### src/core/dmic_pin_widget_consts.vh
`ifndef DMIC_PIN_WIDGET_CONSTS_VH
`define DMIC_PIN_WIDGET_CONSTS_VH
// twelve-bit verb ids (4-bit id verbs carry payload in low bits)
`define VERB_GET_PARAM      12'hF00
`define VERB_GET_PWR        12'hF05
`define VERB_SET_PWR        12'h705
`define VERB_GET_PINCTL     12'hF07
`define VERB_SET_PINCTL     12'h707
`define VERB_SET_CFG0       12'h71C
`define VERB_SET_CFG1       12'h71D
`define VERB_SET_CFG2       12'h71E
`define VERB_SET_CFG3       12'h71F
`define VERB_GET_CFG0       12'hF1C
`define VERB_GET_CFG1       12'hF1D
`define VERB_GET_CFG2       12'hF1E
`define VERB_GET_CFG3       12'hF1F
// four-bit verb ids for amplifier access
`define VERB4_GET_AMP       4'hB
`define VERB4_SET_AMP       4'h3
// amplifier payload fields
`define AMP_GET_LEFT_BIT    13
`define AMP_SET_LEFT_BIT    13
`define AMP_SET_RIGHT_BIT   12
`define AMP_SET_INPUT_BIT   14
// parameter ids
`define PARAM_WIDGET_CAPS   8'h09
`define PARAM_PIN_CAPS      8'h0C
// widget capabilities: pin complex, power control, input amp, stereo
`define WIDGET_CAPS_VALUE   32'h0040_0403
// pin capabilities: input capable only
`define PIN_CAPS_VALUE      32'h0000_0020
// power state response fields
`define PWR_LOST_BIT        10
`define PWR_ERR_BIT         8
`define PWR_ACT_LSB         4
`define PWR_ACT_RESET       2'h3
`define PWR_SET_RESET       2'h0
`define PWR_STATE_MAX       2'h3
// pin control field
`define PINCTL_IN_BIT       5
`define PINCTL_RESET        1'b0
// verb field positions
`define VERB_ID_MSB         19
`define VERB_ID_LSB         8
`define VERB4_ID_LSB        16
`define PAY_MSB             7
`define PAY_LSB             0
// gain field position inside the amplifier payload
`define GAIN_LSB            0
// power fields inside payload and response
`define PWR_SET_MSB         1
`define PWR_SET_LSB         0
`define PWR_ACT_MSB         5
`define ERR_RESET           1'b0
`define LOST_RESET          1'b1
// response and configuration default layout
`define RESP_W              32
`define CFG_BYTE_W          8
`define CFG_BYTES           4
// configuration default reset value
`define CFG_DEFAULT_RESET   32'h90A3_0140
`endif

### src/core/dmic_pin_widget_regs.v
// What this block does
// - capability type field reads pin complex
// - capability reports power state control
// - input amp present, no output amp
// - stereo stream, analog not digital
// - sample delay field reads zero
// - connection list, unsolicited, other caps zero
// - pin caps: input only, no output
// - bias level support field reads zero
// - no powerdown, presence or impedance sense
// - two-bit left and right gains
// - settings lost set on reset, cleared
// - power error bit, reset zero
// - actual power state, reset three
// - requested power state, verb 705
// - input enable bit five, verb 707
// - config default written and read bytewise
// - connectivity default fixed function
// - location default 10h
// - default device microphone input
// - connection type internal default
// - misc field default 1h
// - colour, association, sequence defaults
`include "dmic_pin_widget_consts.vh"
`default_nettype none
module dmic_pin_widget_regs
#(
    parameter GAIN_W = 2
)
(
    input  wire              clk_in,
    input  wire              resetn_in,
    input  wire              func_reset_in,
    input  wire              link_reset_in,
    input  wire              verb_valid_in,
    input  wire [19:0]       verb_in,
    output reg               resp_valid_out,
    output reg  [31:0]       resp_data_out,
    output reg  [GAIN_W-1:0] left_gain_out,
    output reg  [GAIN_W-1:0] right_gain_out,
    output reg  [1:0]        power_state_out,
    output reg               input_enable_out
);
    localparam integer      PAD_W     = `RESP_W - GAIN_W;
    localparam [31:0]       CFG_INIT  = `CFG_DEFAULT_RESET;
    localparam [GAIN_W-1:0] GAIN_INIT = {GAIN_W{1'b0}};

    reg                 rst_s1_r;
    reg                 rst_s2_r;
    reg  [GAIN_W-1:0]   left_gain_r;
    reg  [GAIN_W-1:0]   left_gain_nxt;
    reg  [GAIN_W-1:0]   right_gain_r;
    reg  [GAIN_W-1:0]   right_gain_nxt;
    reg  [1:0]          pwr_set_r;
    reg  [1:0]          pwr_set_nxt;
    reg  [1:0]          pwr_act_r;
    reg  [1:0]          pwr_act_nxt;
    reg                 pwr_err_r;
    reg                 pwr_err_nxt;
    reg                 lost_r;
    reg                 lost_nxt;
    reg                 in_en_r;
    reg                 in_en_nxt;
    reg  [31:0]         resp_nxt;
    reg  [GAIN_W-1:0]   amp_read;
    integer             lane_i;
    wire [31:0]         cfg_w;
    wire                soft_rst;
    wire                take;
    wire [11:0]         vid;
    wire [7:0]          pay;
    wire [3:0]          vid4;
    wire                amp_set;
    wire                amp_get;

    assign vid      = verb_in[`VERB_ID_MSB:`VERB_ID_LSB];
    assign pay      = verb_in[`PAY_MSB:`PAY_LSB];
    assign vid4     = verb_in[`VERB_ID_MSB:`VERB4_ID_LSB];
    assign soft_rst = func_reset_in | link_reset_in;
    // a soft reset swallows a verb in the same cycle, so nothing half-applies
    assign take     = verb_valid_in & ~soft_rst;
    assign amp_set  = (vid4 == `VERB4_SET_AMP);
    assign amp_get  = (vid4 == `VERB4_GET_AMP);

    // set verbs clear the lost flag, and so does the get power state verb
    function is_set_verb;
        input [19:0] v;
        reg   [11:0] id;
        begin
            id = v[`VERB_ID_MSB:`VERB_ID_LSB];
            is_set_verb = (v[`VERB_ID_MSB:`VERB4_ID_LSB] == `VERB4_SET_AMP) ||
                          (id == `VERB_SET_PWR) ||
                          (id == `VERB_SET_PINCTL) ||
                          ((id >= `VERB_SET_CFG0) && (id <= `VERB_SET_CFG3));
        end
    endfunction

    // verb id of one configuration byte lane
    function [11:0] cfg_verb;
        input [11:0] base;
        input integer lane;
        begin
            cfg_verb = base + lane[11:0];
        end
    endfunction

    function [GAIN_W-1:0] gain_field;
        input [19:0] v;
        begin
            gain_field = v[`GAIN_LSB+GAIN_W-1:`GAIN_LSB];
        end
    endfunction

    // release through two flops so every register leaves reset on one edge
    always @(posedge clk_in or negedge resetn_in)
    begin
        if (!resetn_in)
        begin
            rst_s1_r <= 1'b0;
            rst_s2_r <= 1'b0;
        end
        else
        begin
            rst_s1_r <= 1'b1;
            rst_s2_r <= rst_s1_r;
        end
    end

    // anything not decoded below answers zero
    always @*
    begin
        resp_nxt = 32'h0000_0000;
        amp_read = verb_in[`AMP_GET_LEFT_BIT] ? left_gain_r : right_gain_r;
        if (amp_get)
            resp_nxt = {{PAD_W{1'b0}}, amp_read};
        else
        begin
            case (vid)
                `VERB_GET_PARAM:
                begin
                    if (pay == `PARAM_WIDGET_CAPS)
                        resp_nxt = `WIDGET_CAPS_VALUE;
                    else if (pay == `PARAM_PIN_CAPS)
                        resp_nxt = `PIN_CAPS_VALUE;
                    else
                        resp_nxt = 32'h0000_0000;
                end
                `VERB_GET_PWR:
                begin
                    resp_nxt[`PWR_LOST_BIT] = lost_r;
                    resp_nxt[`PWR_ERR_BIT] = pwr_err_r;
                    resp_nxt[`PWR_ACT_MSB:`PWR_ACT_LSB] = pwr_act_r;
                    resp_nxt[`PWR_SET_MSB:`PWR_SET_LSB] = pwr_set_r;
                end
                `VERB_GET_PINCTL:
                    resp_nxt[`PINCTL_IN_BIT] = in_en_r;
                default:
                    resp_nxt = 32'h0000_0000;
            endcase
            for (lane_i = 0; lane_i < `CFG_BYTES; lane_i = lane_i + 1)
            begin
                if (vid == cfg_verb(`VERB_GET_CFG0, lane_i))
                    resp_nxt = {24'h00_0000, cfg_w[lane_i*`CFG_BYTE_W +: `CFG_BYTE_W]};
            end
        end
    end

    always @*
    begin
        left_gain_nxt  = left_gain_r;
        right_gain_nxt = right_gain_r;
        if (take && amp_set && verb_in[`AMP_SET_INPUT_BIT])
        begin
            if (verb_in[`AMP_SET_LEFT_BIT])
                left_gain_nxt = gain_field(verb_in);
            if (verb_in[`AMP_SET_RIGHT_BIT])
                right_gain_nxt = gain_field(verb_in);
        end
    end

    always @*
    begin
        pwr_set_nxt = pwr_set_r;
        pwr_act_nxt = pwr_act_r;
        pwr_err_nxt = pwr_err_r;
        if (take && vid == `VERB_SET_PWR)
        begin
            // every state can be entered, so actual follows the request at once
            pwr_set_nxt = pay[`PWR_SET_MSB:`PWR_SET_LSB];
            pwr_act_nxt = pay[`PWR_SET_MSB:`PWR_SET_LSB];
            pwr_err_nxt = `ERR_RESET;
        end
    end

    // a soft reset in the same cycle as a clear wins
    always @*
    begin
        lost_nxt = lost_r;
        if (take && (is_set_verb(verb_in) || vid == `VERB_GET_PWR))
            lost_nxt = 1'b0;
    end

    always @*
    begin
        in_en_nxt = in_en_r;
        if (take && vid == `VERB_SET_PINCTL)
            in_en_nxt = pay[`PINCTL_IN_BIT];
    end

    always @(posedge clk_in or negedge rst_s2_r)
    begin
        if (!rst_s2_r)
        begin
            left_gain_r  <= GAIN_INIT;
            right_gain_r <= GAIN_INIT;
        end
        else if (soft_rst)
        begin
            left_gain_r  <= GAIN_INIT;
            right_gain_r <= GAIN_INIT;
        end
        else
        begin
            left_gain_r  <= left_gain_nxt;
            right_gain_r <= right_gain_nxt;
        end
    end

    always @(posedge clk_in or negedge rst_s2_r)
    begin
        if (!rst_s2_r)
        begin
            pwr_set_r <= `PWR_SET_RESET;
            pwr_act_r <= `PWR_ACT_RESET;
            pwr_err_r <= `ERR_RESET;
        end
        else if (soft_rst)
        begin
            pwr_set_r <= `PWR_SET_RESET;
            pwr_act_r <= `PWR_ACT_RESET;
            pwr_err_r <= `ERR_RESET;
        end
        else
        begin
            pwr_set_r <= pwr_set_nxt;
            pwr_act_r <= pwr_act_nxt;
            pwr_err_r <= pwr_err_nxt;
        end
    end

    always @(posedge clk_in or negedge rst_s2_r)
    begin
        if (!rst_s2_r)
        begin
            lost_r <= `LOST_RESET;
        end
        else if (soft_rst)
        begin
            lost_r <= `LOST_RESET;
        end
        else
        begin
            lost_r <= lost_nxt;
        end
    end

    always @(posedge clk_in or negedge rst_s2_r)
    begin
        if (!rst_s2_r)
        begin
            in_en_r <= `PINCTL_RESET;
        end
        else if (soft_rst)
        begin
            in_en_r <= `PINCTL_RESET;
        end
        else
        begin
            in_en_r <= in_en_nxt;
        end
    end

    // configuration default survives function and link resets
    genvar g;
    generate
        for (g = 0; g < `CFG_BYTES; g = g + 1)
        begin : cfg_lane
            reg  [`CFG_BYTE_W-1:0] byte_r;
            assign cfg_w[g*`CFG_BYTE_W +: `CFG_BYTE_W] = byte_r;
            always @(posedge clk_in or negedge rst_s2_r)
            begin
                if (!rst_s2_r)
                    byte_r <= CFG_INIT[g*`CFG_BYTE_W +: `CFG_BYTE_W];
                else if (take && vid == cfg_verb(`VERB_SET_CFG0, g))
                    byte_r <= pay;
            end
        end
    endgenerate

    always @(posedge clk_in or negedge rst_s2_r)
    begin
        if (!rst_s2_r)
        begin
            resp_valid_out <= 1'b0;
        end
        else if (soft_rst)
        begin
            resp_valid_out <= 1'b0;
        end
        else
        begin
            resp_valid_out <= take;
        end
    end

    always @(posedge clk_in or negedge rst_s2_r)
    begin
        if (!rst_s2_r)
        begin
            resp_data_out <= 32'h0000_0000;
        end
        else if (soft_rst)
        begin
            resp_data_out <= 32'h0000_0000;
        end
        else
        begin
            resp_data_out <= take ? resp_nxt : 32'h0000_0000;
        end
    end

    always @(posedge clk_in or negedge rst_s2_r)
    begin
        if (!rst_s2_r)
        begin
            left_gain_out  <= GAIN_INIT;
            right_gain_out <= GAIN_INIT;
        end
        else if (soft_rst)
        begin
            left_gain_out  <= GAIN_INIT;
            right_gain_out <= GAIN_INIT;
        end
        else
        begin
            left_gain_out  <= left_gain_r;
            right_gain_out <= right_gain_r;
        end
    end

    always @(posedge clk_in or negedge rst_s2_r)
    begin
        if (!rst_s2_r)
        begin
            power_state_out <= `PWR_ACT_RESET;
        end
        else if (soft_rst)
        begin
            power_state_out <= `PWR_ACT_RESET;
        end
        else
        begin
            power_state_out <= pwr_act_r;
        end
    end

    always @(posedge clk_in or negedge rst_s2_r)
    begin
        if (!rst_s2_r)
        begin
            input_enable_out <= `PINCTL_RESET;
        end
        else if (soft_rst)
        begin
            input_enable_out <= `PINCTL_RESET;
        end
        else
        begin
            input_enable_out <= in_en_r;
        end
    end
endmodule
`default_nettype wire

### config.mk
export PLATFORM = sky130hd
export DESIGN_NAME = dmic_pin_widget_regs
export DESIGN_NICKNAME = d
export VERILOG_FILES = /design/src/core/dmic_pin_widget_regs.v
export VERILOG_INCLUDE_DIRS = /design/src /design/src/core
export SDC_FILE = /design/constraint.sdc
export NUM_CORES = 1
export LEC_CHECK = 0
export BUFFER_PORTS_ARGS = -buffer_cell sky130_fd_sc_hd__buf_2
export CORE_MARGIN = 3
export CORE_UTILIZATION = 50
export DETAILED_ROUTE_END_ITERATION = 12
export GPL_ROUTABILITY_DRIVEN = 0
export PLACE_DENSITY = 0.75
export SKIP_LAST_GASP = 1
export SLEW_MARGIN = 20
export SYNTH_ARGS = -nofsm -noshare
export SYNTH_HDL_FRONTEND = slang
export SYNTH_SLANG_ARGS = --single-unit
export TNS_END_PERCENT = 30
### constraint.sdc
create_clock -name clk_in -period 3 [get_ports clk_in]
set_input_delay 0.15 -clock clk_in [delete_from_list [all_inputs] [get_ports clk_in]]
set_output_delay 0.15 -clock clk_in [all_outputs]
set_load 0.005 [all_outputs]
== Yosys cells after proc, flatten, opt, wreduce, memory -nomap -nowiden ==
Cells that the tools add are included.
Storage, ports and cells
  input port bits: 25
  output and inout bits: 40
  word-level logic and storage cells: 102
  flip-flop bits (word level): 85
Operators by class
  reduce and logical (&&, ||, !) cells: 22
  bitwise operators: 3
  multiplexer cells: 39
  equal/unequal tests: 17
  magnitude comparators: 2
Operators by type and width (count)
  2-to-1 mux 32 bit: 7
  == test 12 bit, second input constant: 7
  == test 12 x 11 -> 1 bit, second input constant: 6
  2-to-1 mux 2 bit: 15
  2-to-1 mux 23 bit: 1
  2-to-1 mux 21 bit: 1
  == test 8 x 4 -> 1 bit, second input constant: 2
  greater-or-equal comparator 12 x 11 -> 1 bit, second input constant: 1
  <= comparator 12 x 11 -> 1 bit, second input constant: 1
  nonzero test 2 bit: 6
  logical AND 1 bit: 10
  2-to-1 mux 1 bit: 9
  2-to-1 mux 6 bit: 1
  one-hot mux 1 bit (2 select lines): 3
  == test 4 x 2 -> 1 bit, second input constant: 1
  == test 4 bit, second input constant: 1
  logical OR 1 bit: 4
  one-hot mux 2 bit (2 select lines): 1
  AND reduction 2 bit: 2
  one-hot mux 1 bit (3 select lines): 1
  bitwise AND 1 bit: 1
  inverter 1 bit: 1
  OR 1 bit: 1

== Depth between registers and ports, before layout ==
  depth in word-level cells: 11
  mapped depth: 6
  depth with buffers taken out: 5

== Least setup slack after synthesis ==
Ideal clock, no wire load.
  kind: input to register
  start: in verb_in[13]
  end: reg cfg_lane[2].byte_r[2]
  stages on the path: 5
  setup time: 125 ps
  data arrival time: 1606 ps
  required time: 2875 ps
  path slack: 1269 ps
  buffers on the path: 1
  cells stage by stage: buf_6 -> nor4b_4 -> nand2_2 -> nor4b_4 -> mux2_2
On the way
  cells in the longest elaborated chain, start to end: 2
Ends and longest elaborated chain
  from (decl): line dmic_pin_widget_regs.v:36  | input wire [19:0] verb_in,
  == test 12 x 11 -> 1 bit: line dmic_pin_widget_regs.v:294  | else if (take && vid == cfg_verb(`VERB_SET_CFG0, g))
  logical AND 1 bit: line dmic_pin_widget_regs.v:294
  to (signal assigned): line dmic_pin_widget_regs.v:293  | byte_r <= CFG_INIT[g*`CFG_BYTE_W +: `CFG_BYTE_W];
  to (signal assigned): line dmic_pin_widget_regs.v:295  | byte_r <= pay;
  to (decl): line dmic_pin_widget_regs.v:288  | reg [`CFG_BYTE_W-1:0] byte_r;
Every way passes these cells.
A chain may end at the register's enable or synchronous reset.

== Worst setup path in the final report ==
  start: in verb_in[13]
  end: reg cfg_lane[2].byte_r[6]
The elaborated chain is that of the path after synthesis.

==> run summary <==
status - finished clean
total number of vias - 2130
Num CTS Buffers - 9
EDFF count, synth - 0
synth cell count leaders - 49 x dfrtp_1, 35 x mux2_2, 22 x buf_4
mapped cell area - 3120 µm²
Die Ht - 84.9 µm
grt total ovfl - 0
Clock Sink Count - 62
Iter 0 DRT Violations - 236
vias per cell - 5.58
crit path kind - input port to flop
Power Density - 496 nW/µm²
Int Power - 1360 µW
max-cap viol count - 0
Max clock buf depth - 2
clock-pin slew on the worst setup and hold paths - 60 ps
Arrival @ worst endpoint - 2030 ps
FF+latch count, synth - 62
first-pass GRT wire length - 11200 µm
Root Driver - clkbuf_8
RSZ-0062 raised after global routing - false
Initial Util - 52.0%
Clock power frac - 45.7%
IO Count - 65
Die Footprint - 7210 µm²
Post-Route Setup TNS - 0 ps
Crit path required time - 3230 ps
HPWL Detailed - 4540 µm
Hold Crit Class - input port to flop
Pins Over Slew Limit - 0
CTS tree - built
Final WS setup - 1200 ps
Final Cycle Share - 60.0%
dpl ws - 796 ps
Setup-failing EPs final - 0
post-route clock skew - 11.7 ps
worst slew pin tran - 762 ps
fin area - 3520 µm²
Clk Latency, worst-skew pair - 340 ps
Netlist cell types - 49
DR pass1 iterations - 4
# DRC - 0
I/O Buffers - 42
vias in the first global route - 2262
Top FF cell, synth - dfrtp_1
ant diodes - 0
Synth area leader - dfrtp_1
Syn. warnings - 0
nets - 327
crit start category - input port
# rows - 28
initial antenna violation count - 0
Sw Share - 22.0%
wire per inst - 16.9 µm
Yosys top cell area share - 39.4%
core area - 5990 µm²
Routed Antenna Nets - 0
Syn Inst Count - 259
average size of a mapped cell - 12.0 µm²
Die Span X - 84.9 µm
ratio of cells with drive above 1 in the final layout - 39.4%
Seq/Total Area, Yosys - 50.3%
largest net degree at the start of global routing - 61
Max Freq - 0.555 GHz
Comb power frac - 6.1%
WL final - 6470 µm
crit-path max FO - 8
Worst slew margin - 48.9%
htree depth - 3
placed cell areas - 3290 µm²
GRT Util Overall - 20.3%
Leakage - 0.00169 µW
Area growth, synth to finish - 12.9%
Tmin final - 1800 ps
Peak VDD IR - 349 µV
Hold Vio Cnt, Final - 0
crit path capture type - flop
Sw Pwr - 384 µW
final core occ - 58.7%
Synth async-reset ratio - 100%
count leader, synth - dfrtp_1
dominant cells by area after synthesis - dfrtp_1 39%, mux2_2 13%, dfstp_2 11%, buf_4 5.3%, mux4_2 3.6%
Gates resized, CTS repair - 0
sequential power share - 48.2%
==> cell type report <==
class | instances | area [µm²]
multi-input cells | 183 | 1400
clock inverters | 4 | 70.1
well taps | 75 | 93.8
flip-flops and latches | 62 | 1570
repair buffers | 45 | 235
fillers | 533 | 2470
clock buffers | 12 | 145
inverters | 1 | 3.75
==> stage by stage <==
step / power [µW] / cells / hold slack (ps)
finish: 1740 / 382 / 61.7
floorplan: 940 / 280 / -146
detailed placement: 962 / 365 / -62.8
global placement: 961 / 365 / -65.2
CTS: 1760 / 382 / 46.8
global route: 1820 / 382 / 54.3
==> final timing paths <==
path | start | to | slack (ps) | depth (start not counted)
min in group asynchronous | resetn_in | rst_s1_r | 130 | 2
max reg2reg | pwr_act_r[0] | resp_data_out[4] | 1470 | 3
min | func_reset_in | power_state_out[0] | 60 | 2
max | verb_in[13] | cfg_lane[2].byte_r[6] | 1200 | 5
max in group asynchronous | rst_s2_r | right_gain_r[0] | 2090 | 1
min reg2reg | rst_s1_r | rst_s2_r | 350 | 0
==> kinds of logic after synthesis <==
group	count (synthesis)	synth area share, %
DFF	62	50.3
muxes	49	19.2
and+or+nand+nor	78	16.1
other	2	0.241
AOI/OAI and AO/OA	33	6.91
buffers and inverters	35	7.23
==> state kept, by name, indices dropped and copies added (netlist names), 2 cells and up <==
| register | count |
|---|---|
| cfg_lane.byte_r | 32 |
| left_gain_out | 2 |
| left_gain_r | 2 |
| power_state_out | 2 |
| pwr_act_r | 2 |
| pwr_set_r | 2 |
| resp_data_out | 10 |
| right_gain_out | 2 |
| right_gain_r | 2 |
==> power groups by stage <==
stage	clock network [µW]	registers [µW]	logic, µW
finish	797	841	107
global route	856	840	121
CTS	813	841	108
detailed placement	0	855	106
global placement	0	855	106
floorplan	0	866	73.7
==> layout by cell type (no fill, tap or decap), types with 2 or more instances in the layout <==
cell        n
dfrtp_1    48
buf_2      42
mux2_2     35
conb_1     23
dfstp_2    13
nor2_1     12
clkbuf_8   10
nand2_1     9
nand3_1     9
a21oi_1     9
mux2i_1     9
o21ai_0     8
and2_1      7
nor2b_1     6
mux4_2      5
nor4_1      4
nand4_1     4
and4_1      3
nand2b_1    3
and3_1      3
a21o_1      3
nor4b_1     2
nor4b_4     2
o21a_1      2
o211ai_1    2
o2111a_1    2
a211oi_1    2
or3_1       2
clkbuf_1    2
clkinv_2    2
bufinv_16   2
buf_4       2
==> worst max-delay path, stage by stage <==
cell,delay [ps]
buf_2,170
nor4b_4,430
nand2_2,180
nor4b_4,680
mux2_2,410
==> per-layer routing <==
layer	GRT usage [%]	routed length, µm
met3	5.15	478
met5	0	0
met2	31.5	3000
met4	9.50	206
met1	26.8	2780
==> repair_timing <==
item	CTS	global route
endpoints found under the hold margin	2	0
setup buffers	0	0
hold buffers	1	0
No activity file was read; power rests on OpenSTA's default activity.
